`src/include/hpp_pkg.sv`:
```
// Purpose: shared constants and types for the host parallel port
// Assumes: 125 MHz system clock, byte-wide register space behind the port
// Notes:   times are kept in ns, cycle counts derived from the clock rate
package hpp_pkg;
    localparam int unsigned CLK_PERIOD_NS  = 8;
    localparam int unsigned ACK_MAX_NS     = 150;
    localparam int unsigned ACK_MAX_CYC    = ACK_MAX_NS / CLK_PERIOD_NS;
    localparam int unsigned HOST_CLK_MIN_NS = 20;
    localparam int unsigned ADDR_W         = 11;
    localparam int unsigned REG_ADDR_W     = 8;
    localparam int unsigned DEV_SEL_W      = 3;
    localparam int unsigned DEV_SEL_LSB    = 8;
    localparam int unsigned DATA_W         = 8;
    localparam int unsigned MODE_W         = 3;
    localparam int unsigned REG_DEPTH      = 256;
    localparam logic [2:0]  MODE_ASYNC     = 3'h0;
    localparam logic [7:0]  REG_RESET_VAL  = 8'h00;
    localparam logic [2:0]  DEV_SEL_RESET  = 3'h0;
    localparam logic [10:0] ADDR_RESET     = 11'h000;
    localparam logic [7:0]  DATA_RESET     = 8'h00;

    typedef enum logic [2:0] {
        HPP_IDLE  = 3'b000,
        HPP_READ  = 3'b001,
        HPP_WRITE = 3'b010,
        HPP_DONE  = 3'b011,
        HPP_WAIT  = 3'b100
    } hpp_state_e;
endpackage

```
`src/include/hpp_mem_if.sv`:
```
// Purpose: register storage access between port logic and memory
// Assumes: single clock, one access per cycle
// Notes:   read data valid one cycle after rd_en
`timescale 1ns/1ps
interface hpp_mem_if;
    import hpp_pkg::*;
    logic                  rd_en;
    logic                  wr_en;
    logic [REG_ADDR_W-1:0] addr;
    logic [DATA_W-1:0]     wdata;
    logic [DATA_W-1:0]     rdata;
    modport port (output rd_en, output wr_en, output addr, output wdata, input rdata);
    modport mem  (input rd_en, input wr_en, input addr, input wdata, output rdata);
endinterface

```
`src/hdl/hpp_reg_mem.sv`:
```
// Purpose: 256 x 8 register storage with registered read data
// Assumes: write and read in the same cycle return the old contents
// Notes:   contents are not reset; only the read register is
`timescale 1ns/1ps
module hpp_reg_mem
    import hpp_pkg::*;
(
    input  wire logic sys_clk_i,
    input  wire logic resetn_i,
    hpp_mem_if.mem    mem
);
    logic [DATA_W-1:0] store [REG_DEPTH];
    logic [DATA_W-1:0] rdata_reg;

    // storage array, no reset so it maps onto ram
    always_ff @(posedge sys_clk_i) begin
        if (mem.wr_en) begin
            store[mem.addr] <= mem.wdata;
        end
    end

    // read register
    always_ff @(posedge sys_clk_i or negedge resetn_i) begin
        if (!resetn_i) begin
            rdata_reg <= REG_RESET_VAL;
        end else if (mem.rd_en) begin
            rdata_reg <= store[mem.addr];
        end
    end

    assign mem.rdata = rdata_reg;
endmodule

```
`src/hdl/hpp_host_port.sv`:
```
// Purpose: byte-wide host port, asynchronous or host-clocked handshake
// Assumes: all pins asynchronous to sys_clk_i, host clock period >= 20 ns
// Notes:   every pin passes a two-stage synchroniser before use
`timescale 1ns/1ps
module hpp_host_port
    import hpp_pkg::*;
(
    input  wire logic                 sys_clk_i,
    input  wire logic                 resetn_i,
    input  wire logic [MODE_W-1:0]    host_mode_select_i,
    input  wire logic [DEV_SEL_W-1:0] dev_select_i,
    input  wire logic [ADDR_W-1:0]    addr_i,
    input  wire logic                 chip_sel_n_i,
    input  wire logic                 address_latch_strobe_pin_i,
    input  wire logic                 rd_strobe_n_i,
    input  wire logic                 wr_dir_i,
    input  wire logic [DATA_W-1:0]    data_i,
    output logic      [DATA_W-1:0]    data_o,
    output logic                      data_oe_o,
    output logic                      cycle_done_pin_n_o
);
    // pin bundle order in the synchroniser
    localparam int unsigned PIN_W = ADDR_W + DATA_W + 4 + DEV_SEL_W + MODE_W;

    // state bundle
    //   sync1/sync2  two-stage synchroniser for every pin, only sync2 is read
    //   strobe_d     last synced strobe level, for the falling-edge test
    //   state        cycle sequencer
    //   addr_lat     address captured while the latch strobe is high with chip select low
    //   rdata        byte presented on the data pins during a read
    //   oe           data driver enable, high only while a read answer stands
    //   done_n       ready / acknowledge level, active low
    //   is_read      direction of the cycle in flight
    // timing from a pin strobe fall: two edges of synchroniser, one to
    // decode, one for the storage read, one to register the answer, so
    // ready falls about five clocks (40 ns) later, well inside 150 ns.
    // limitation: the host clock of the synchronous style is not used;
    // its pins are oversampled by the system clock, which is why the
    // host clock period must stay at or above 20 ns.

    typedef struct packed {
        logic [PIN_W-1:0]     sync1;
        logic [PIN_W-1:0]     sync2;
        logic                 strobe_d;
        hpp_state_e           state;
        logic [ADDR_W-1:0]    addr_lat;
        logic [DATA_W-1:0]    rdata;
        logic                 oe;
        logic                 done_n;
        logic                 is_read;
    } hpp_state_s;

    hpp_state_s st_reg;
    hpp_state_s st_next;

    hpp_mem_if mem_bus ();

    hpp_reg_mem u_mem (
        .sys_clk_i (sys_clk_i),
        .resetn_i  (resetn_i),
        .mem       (mem_bus)
    );

    // decode helper: selected device field matches the board strap
    function automatic logic dev_hit(input logic [ADDR_W-1:0] a,
                                     input logic [DEV_SEL_W-1:0] sel);
        dev_hit = (a[DEV_SEL_LSB +: DEV_SEL_W] == sel);
    endfunction

    // read or write request: host-clocked style reads the direction pin,
    // asynchronous style only reaches here through the read strobe
    function automatic logic rd_wanted(input logic sync_style,
                                       input logic dir);
        rd_wanted = sync_style ? dir : 1'b1;
    endfunction

    // refusal: a cycle whose device field differs from the strap, or one
    // without chip select, never leaves idle, so no output moves at all.
    // a shared bus of several ports relies on this, since only one of
    // them may drive the data pins or pull ready low.

    logic [ADDR_W-1:0]    s_addr;
    logic [DATA_W-1:0]    s_data;
    logic                 s_cs_n;
    logic                 s_ale;
    logic                 s_strobe_n;
    logic                 s_dir;
    logic [DEV_SEL_W-1:0] s_dev;
    logic [MODE_W-1:0]    s_mode;
    logic                 sync_mode;
    logic                 strobe_fall;
    logic [ADDR_W-1:0]    cyc_addr;

    // only the second stage is read
    assign {s_addr, s_data, s_cs_n, s_ale, s_strobe_n, s_dir, s_dev, s_mode} = st_reg.sync2;
    assign sync_mode   = (s_mode != MODE_ASYNC);
    assign strobe_fall = st_reg.strobe_d && !s_strobe_n && !s_cs_n;
    // latch held high means transparent address path
    assign cyc_addr    = s_ale ? s_addr : st_reg.addr_lat;

    // next-state logic for the whole port
    always_comb begin
        st_next          = st_reg;
        st_next.sync1    = {addr_i, data_i, chip_sel_n_i, address_latch_strobe_pin_i,
                            rd_strobe_n_i, wr_dir_i, dev_select_i, host_mode_select_i};
        st_next.sync2    = st_reg.sync1;
        st_next.strobe_d = s_strobe_n;
        mem_bus.rd_en    = 1'b0;
        mem_bus.wr_en    = 1'b0;
        mem_bus.addr     = cyc_addr[REG_ADDR_W-1:0];
        mem_bus.wdata    = s_data;

        // address follows the pins while the latch strobe is high and chip select low; fall freezes it
        if (s_ale && !s_cs_n) begin
            st_next.addr_lat = s_addr;
        end

        case (st_reg.state)
            HPP_IDLE: begin
                // a falling shared or read strobe opens a cycle for this device
                if (strobe_fall && dev_hit(cyc_addr, s_dev)) begin
                    // sync mode: direction pin; async mode: read strobe vs write strobe
                    st_next.is_read = rd_wanted(sync_mode, s_dir);
                    if (rd_wanted(sync_mode, s_dir)) begin
                        // start the storage read now, data lands one edge later
                        mem_bus.rd_en = 1'b1;
                        st_next.state = HPP_READ;
                    end else begin
                        st_next.state = HPP_WRITE;
                    end
                end
                // asynchronous write strobe arrives on the direction pin, active low;
                // a level test suffices as the cycle only ends once it is high again
                if (!sync_mode && !s_dir && !s_cs_n && s_strobe_n
                    && dev_hit(cyc_addr, s_dev)) begin
                    st_next.is_read = 1'b0;
                    st_next.state   = HPP_WRITE;
                end
            end
            HPP_READ: begin
                // memory data is registered, one cycle to arrive; drivers wait
                // for valid data so the host never sees a stale byte
                st_next.state = HPP_DONE;
            end
            HPP_WRITE: begin
                mem_bus.wr_en = 1'b1;
                st_next.state = HPP_DONE;
            end
            HPP_DONE: begin
                // data and driver enable rise together with ready
                if (st_reg.is_read) begin
                    st_next.rdata = mem_bus.rdata;
                    st_next.oe    = 1'b1;
                end
                st_next.done_n = 1'b0;
                st_next.state  = HPP_WAIT;
            end
            HPP_WAIT: begin
                // strobe high (both strobes in the asynchronous style) or chip select gone ends the cycle;
                // release is seen through the synchroniser, so ready and
                // the drivers let go about three clocks after the pin rises,
                // and a new strobe before that is simply not yet seen
                if (s_cs_n || (s_strobe_n && (sync_mode || s_dir))) begin
                    st_next.done_n = 1'b1;
                    st_next.oe     = 1'b0;
                    st_next.state  = HPP_IDLE;
                end
            end
            default: begin
                st_next.state = HPP_IDLE;
            end
        endcase
    end

    // single state register; synchroniser resets to all ones, the idle level of chip select and the strobes,
    // so no false strobe edge is seen right after reset
    always_ff @(posedge sys_clk_i or negedge resetn_i) begin
        if (!resetn_i) begin
            st_reg          <= '0;
            st_reg.sync1    <= '1;
            st_reg.sync2    <= '1;
            st_reg.strobe_d <= 1'b1;
            st_reg.state    <= HPP_IDLE;
            st_reg.addr_lat <= ADDR_RESET;
            st_reg.rdata    <= DATA_RESET;
            st_reg.done_n   <= 1'b1;
        end else begin
            st_reg <= st_next;
        end
    end

    assign data_o             = st_reg.rdata;
    assign data_oe_o          = st_reg.oe;
    assign cycle_done_pin_n_o = st_reg.done_n;
endmodule

```
`config.mk`:
```
export PLATFORM = sky130hd
export DESIGN_NAME = hpp_host_port
export DESIGN_NICKNAME = d
export VERILOG_FILES = /design/src/include/hpp_pkg.sv /design/src/include/hpp_mem_if.sv /design/src/hdl/hpp_reg_mem.sv /design/src/hdl/hpp_host_port.sv
export SDC_FILE = /design/constraint.sdc
export NUM_CORES = 2
export LEC_CHECK = 0
export BUFFER_PORTS_ARGS = -buffer_cell sky130_fd_sc_hd__buf_4
export CORE_MARGIN = 1.5
export CORE_UTILIZATION = 30
export DETAILED_ROUTE_END_ITERATION = 8
export GPL_ROUTABILITY_DRIVEN = 0
export SLEW_MARGIN = 5
export SYNTH_ARGS = -nofsm -noshare
export SYNTH_HDL_FRONTEND = slang
export SYNTH_SLANG_ARGS = --single-unit
export TNS_END_PERCENT = 1
```
`constraint.sdc`:
```
create_clock -name sys_clk_i -period 4.7 [get_ports sys_clk_i]
set_input_delay 0 -clock sys_clk_i [delete_from_list [all_inputs] [get_ports sys_clk_i]]
set_output_delay 0 -clock sys_clk_i [all_outputs]
set_load 0.02 [all_outputs]
```
# Yosys cells after proc, flatten, opt, wreduce, memory -nomap -nowiden
# Memory sizes are Yosys's and may differ from the RTL's. A register that Yosys moved wholly into a read port is not among the register bits.
# Index checks and enable logic that the tools add are counted.
# totals
word_cells	62
memories	1
regBits	84
ramBits	2048
# op_classes
muxes	18
eq_ne	8
reduce_logical	26
# mem_list
name	words	word_bits	rd	rd_ports_with_merged_regs	write_ports	line	rtl
u_mem.store	256	8	1	1	1	hpp_reg_mem.sv:12	logic [DATA_W-1:0] store [REG_DEPTH];
# ops
cell	count
one-hot mux 3 bit (4 select lines)	1
two-way mux 11 bit	1
two-way mux 1 bit	10
logical AND 1 bit	9
two-way mux 3 bit	3
AND reduction 2 bit	4
== test 3 x 2 -> 1 bit, second input constant	2
zero test 1 bit	5
two-way mux 2 bit	2
!= test 2 bit, second input constant	2
one-hot mux 2 bit (2 select lines)	1
nonzero test 2 bit	2
== test 3 x 1 -> 1 bit, second input constant	1
== test 3 bit	1
== test 3 bit, second input constant	1
zero test 3 bit	1
!= test 3 bit, second input constant	1
AND reduction 3 bit	1
nonzero test 3 bit	1
logical OR 1 bit	2
OR reduction 2 bit	1

# Logic depth before layout (Yosys ltp)
# depth
ltp_word	8
depth_mapped	15
ltp_nobuf	8

# By module
# A second synthesis with hierarchy kept.
# unflattened
cells_unflattened	3751
hier_area_um2	82346.5
# by_module_without_submodules
module	cells_per_inst	area_each_um2	seq_area_each_um2	instances
hpp_reg_mem	3591	79532.5	61699.2	1
hpp_host_port	160	2813.9	2177.1	1

# Worst setup path after synthesis
# Ideal clock, no wire load.
# synth_path
path_kind	register -> register
startpoint	register st_reg (netlist bit s_ale)
endpoint	memory u_mem.store[106][0], enable pin
setup_ns	0.370
setup_slack_ns	1.155
n_path_buf	9
arrival_time_ns	3.175
synth_period_minus_slack_ns	3.545
stages_incl_launch_ff	14
path_cell_list	dfstp_2 > buf_6 > mux2_4 > buf_6 > buf_12 > buf_6 > buf_2 > buf_2 > buf_2 > buf_2 > nor2_1 > nand3_1 > buf_2 > nor2_1
# synth_via
elab_chain_cells	1
# synth_rtl
item	line	rtl
start: declaration	hpp_host_port.sv:53	hpp_state_s st_reg;
start signal: assignment	hpp_host_port.sv:188	st_reg <= st_next;
two-way mux 11 bit	hpp_host_port.sv:99	assign cyc_addr = s_ale ? s_addr : st_reg.addr_lat;
end: declaration	hpp_reg_mem.sv:12	
# Every way passes these cells.

# Worst setup path in the final report
# layout_path
startpoint	register st_reg (netlist bit s_ale)
endpoint	register u_mem.rdata_reg[5], in the netlist u_mem.mem.rdata[5], read port of u_mem.store
# layout_via
elab_chain_cells	5
# layout_rtl
item	line	rtl
two-way mux 11 bit (*)	hpp_host_port.sv:99	
== test 3 bit	hpp_host_port.sv:67	dev_hit = (a[DEV_SEL_LSB +: DEV_SEL_W] == sel);
logical AND 1 bit	hpp_host_port.sv:121	if (strobe_fall && dev_hit(cyc_addr, s_dev)) begin
two-way mux 1 bit	hpp_host_port.sv:121	
two-way mux 1 bit	hpp_host_port.sv:118	case (st_reg.state)
end: declaration	hpp_reg_mem.sv:13	logic [DATA_W-1:0] rdata_reg;
# Mark *: on every way between the ends. The rest lies on a longest branch, timed or not.
# A chain may end at the register's enable or synchronous reset.

==> flow_summary.yaml <==
global_routing:
  grt_pass1_vias: 47400
  grt_first_pass_wirelength_um: 338000
  grt_usage_pct: 16.4
  grt_start_max_net_pins: 165
  grt.overflow.total: 0
  antenna_found_initial: 4
setup_path:
  r2r_start: "s_ale"
  cp.arrival_ns: 5.08
  cp.depth: 11
  setup.worst_path.start_class: "flip-flop"
  r2r_slack_ns: 0.37
  critPathMaxStageDelay_ns: 0.71
  crit_required_ns: 5.45
  cp_slowest_cell: "dfstp_2"
  reg2reg_depth: 11
  cp-end-kind: "flip-flop"
  worstSetupPathType: "reg -> reg"
  path_buf_inv: 3
  reg2reg_to: "u_mem.mem.rdata[5]"
  path_cells: "buf_12 > mux2_2 > buf_4 > nand2_1 > buf_4 > a31oi_1 > nand4_1 > a31oi_1 > o21ai_0 > a41o_1 > o311ai_0"
  crit_path_max_fanout: 31
  cp_top_family: "compound AO/OA/AOI/OAI gates"
finish:
  drive_above_1_share_pct: 16.1
  area_delta_synth_final_pct: 16.6
  largest_reg_flops: 2048
  diodes: 0
  fillers: 25800
  num-nets-final: 5682
synthesis:
  synth_compound_area_share_pct: 3.59
  synth_top_cell_area_share_pct: 74.1
  syn-num-nets: 5417
  syn_inst: 5386
  synth-adder-area-share_pct: 0
  synth.most_common_cell: "edfxtp_1"
  ys_warn_count: 0
  synthTopCellsByArea: "edfxtp_1 (74%), nand2_1 (5.8%), mux4_2 (5.2%)"
  async_reset_ff_share_pct: 4.30
  synth_common_cells: "edfxtp_1 (2048), nand2_1 (1272), nand3_1 (468)"
  synthMuxAreaShare_pct: 6.10
  synth-xor-area-share_pct: 0.0317
  synth_top_family_by_area: "simple AND/OR/NAND/NOR gates"
  ys_ff_latch: 2140
  ys_types: 65
  ys.flop_type: "edfxtp_1"
  syn_area_per_cell_um2: 15.4
  synth_simple_gate_area_share_pct: 11.4
  syn_area_um2: 83000
  seq_area_frac_synth_pct: 77.0
  synth-edff-count: 2048
  synth_top_cell_by_area: "edfxtp_1"
detailed_routing:
  wl_per_cell_um: 24.6
  via_per_inst: 5.11
  antenna_left: 0
  drt-pass1-iter-count: 6
  drt-total-wl_um: 234000
  vias: 48700
  drc_errors: 0
  drt_iter0_markers: 5947
timing:
  fin_worst_skew_ns: 0.0497
  setup_viol: 0
  hold_violations: 0
  fmax_mhz: 231
  final.setup.tns_ns: 0
  worst-slew-pin-transition_ns: 1.14
  rsz0062_at_grt: "false"
  setup_ws_ns: 0.369
  finalCritPeriodShare_pct: 92.1
  max_slew_margin_pct: 22.2
  min_period_ns: 4.33
  slew_viol_final: 0
clock_tree:
  numCtsBuffers: 212
  tritoncts: "done"
  cts_buffer_depth: 3
  insertion_delay_ns: 0.87
  htree_levels: 4
  cts_root_buffer: "clkbuf_16"
  clkSinkCount: 2140
  cts_resized: 0
  clkTransAtPathRegs_ns: 0.06
floorplanning:
  fp.dieW_um: 529
  ios: 41
  rows: 192
  start_util_pct: 30.3
  die_h_um: 529
  core-area_um2: 274000
  die_area_um2: 280000
outcome:
  run_status: "completed"
power:
  static-leakage-power_nw: 31.1
  powerDensity_nw_per_um2: 434
  total_power_mw: 42.0
  peakVddDrop_v: 0.000418
placed_design:
  dp_slack_ns: 0.385
  io_buffer_count: 40
  dp_hpwl_um: 144000
min_path:
  hold_path.class: "in -> async"
run:
  cap_violations: 0
[where the power goes]
| part | leakage (nW) | internal [mW] | total, mW | switching [mW] |
|---|---|---|---|---|
| clock network | 3.28 | 9.22 | 16.5 | 7.30 |
| registers | 19.4 | 21.1 | 21.3 | 0.270 |
| logic | 8.35 | 1.32 | 4.18 | 2.85 |
| total | 31.1 | 31.6 | 42.0 | 10.4 |
[routing by layer]
layer  wire length [µm]  global-route usage, %  vias up
met5                 51                      0        -
met2             109000                   26.0     2272
met3              20200                   3.12      396
li1                   -                      -    21000
met4               8960                   6.30        8
met1              95000                   22.3    25000
[final cells by class]
type                       instances  area, µm²  area share [%]
clock inverter                   127       1080            1.12
tap                             3686       4610            4.77
timing repair buffer             394       3670            3.79
inverter                           7       26.3          0.0272
multi-input combinational       2896      17800            18.4
sequential                      2140      63900            66.1
clock buffer                     269       5670            5.86
[timing repair]
action	in CTS	in global routing
endpoints found under the hold margin	105	0
hold buffers	60	0
buffers inserted	0	0
[worst reg2reg max path, cell delays in order, from the launching register on]
cell,delay (ns)
dfstp_2,0.71
buf_12,0.26
mux2_2,0.34
buf_4,0.41
nand2_1,0.46
buf_4,0.42
a31oi_1,0.21
nand4_1,0.24
a31oi_1,0.70
o21ai_0,0.16
a41o_1,0.24
o311ai_0,0.07
[per-stage QoR]
stage	hold WS, ns	std cells	cell area [µm²]	util (%)
after floorplan	-0.296	5386	83000	-
after global placement	0.104	9063	89400	32.6
after detailed placement	0.109	9063	89400	32.6
after CTS	0.0649	9519	96700	35.3
after global routing	0.140	9519	96700	35.3
final	0.0697	9519	96700	35.3
[placed cells by master, fill, tap and decap left out, types with 17 or more instances in the layout]
| cell | netlist | routed |
|---|---|---|
| buf_12 | 1 | 45 |
| dlygate4sd3_1 | 0 | 60 |
| edfxtp_1 | 2048 | 2048 |
| a32oi_1 | 18 | 18 |
| a22oi_1 | 58 | 58 |
| clkbuf_1 | 193 | 45 |
| a31oi_1 | 153 | 152 |
| clkinv_1 | 0 | 47 |
| dfrtp_1 | 32 | 32 |
| dfstp_2 | 60 | 52 |
| nand3_1 | 468 | 468 |
| mux2i_1 | 42 | 37 |
| nor2_1 | 284 | 280 |
| nand2_1 | 1272 | 1272 |
| mux4_2 | 191 | 191 |
| a21oi_1 | 17 | 17 |
| nand4_1 | 114 | 114 |
| mux2_2 | 22 | 21 |
| o21ai_0 | 24 | 24 |
| a22o_1 | 24 | 24 |
| and3_1 | 43 | 43 |
| a311oi_1 | 46 | 46 |
| buf_4 | 29 | 289 |
| clkbuf_16 | 0 | 215 |
| a221oi_1 | 17 | 17 |
| clkinv_2 | 0 | 39 |
[cell families (layout without fill, tap and decap cells)]
kind of cell / Yosys count / in the layout
xor gates and xnor gates: 3 / 3
buffers and inverters: 350 / 797
muxes: 259 / 259
AOI/OAI and AO/OA: 410 / 410
and+or+nand+nor: 2224 / 2224
DFF: 2140 / 2140
[worst max path at each step]
stage                     startpoint  slack (ns)             endpoint
final                          s_ale        0.37   u_mem.mem.rdata[5]
after global routing           s_ale        0.17   u_mem.mem.rdata[0]
after CTS                      s_ale        0.37   u_mem.mem.rdata[0]
after detailed placement       s_ale        0.38   u_mem.mem.rdata[0]
after global placement         s_ale        0.42   u_mem.mem.rdata[0]
after floorplan                s_ale        1.15  u_mem.store[106][0]
Power figures use the tool's default switching activity.
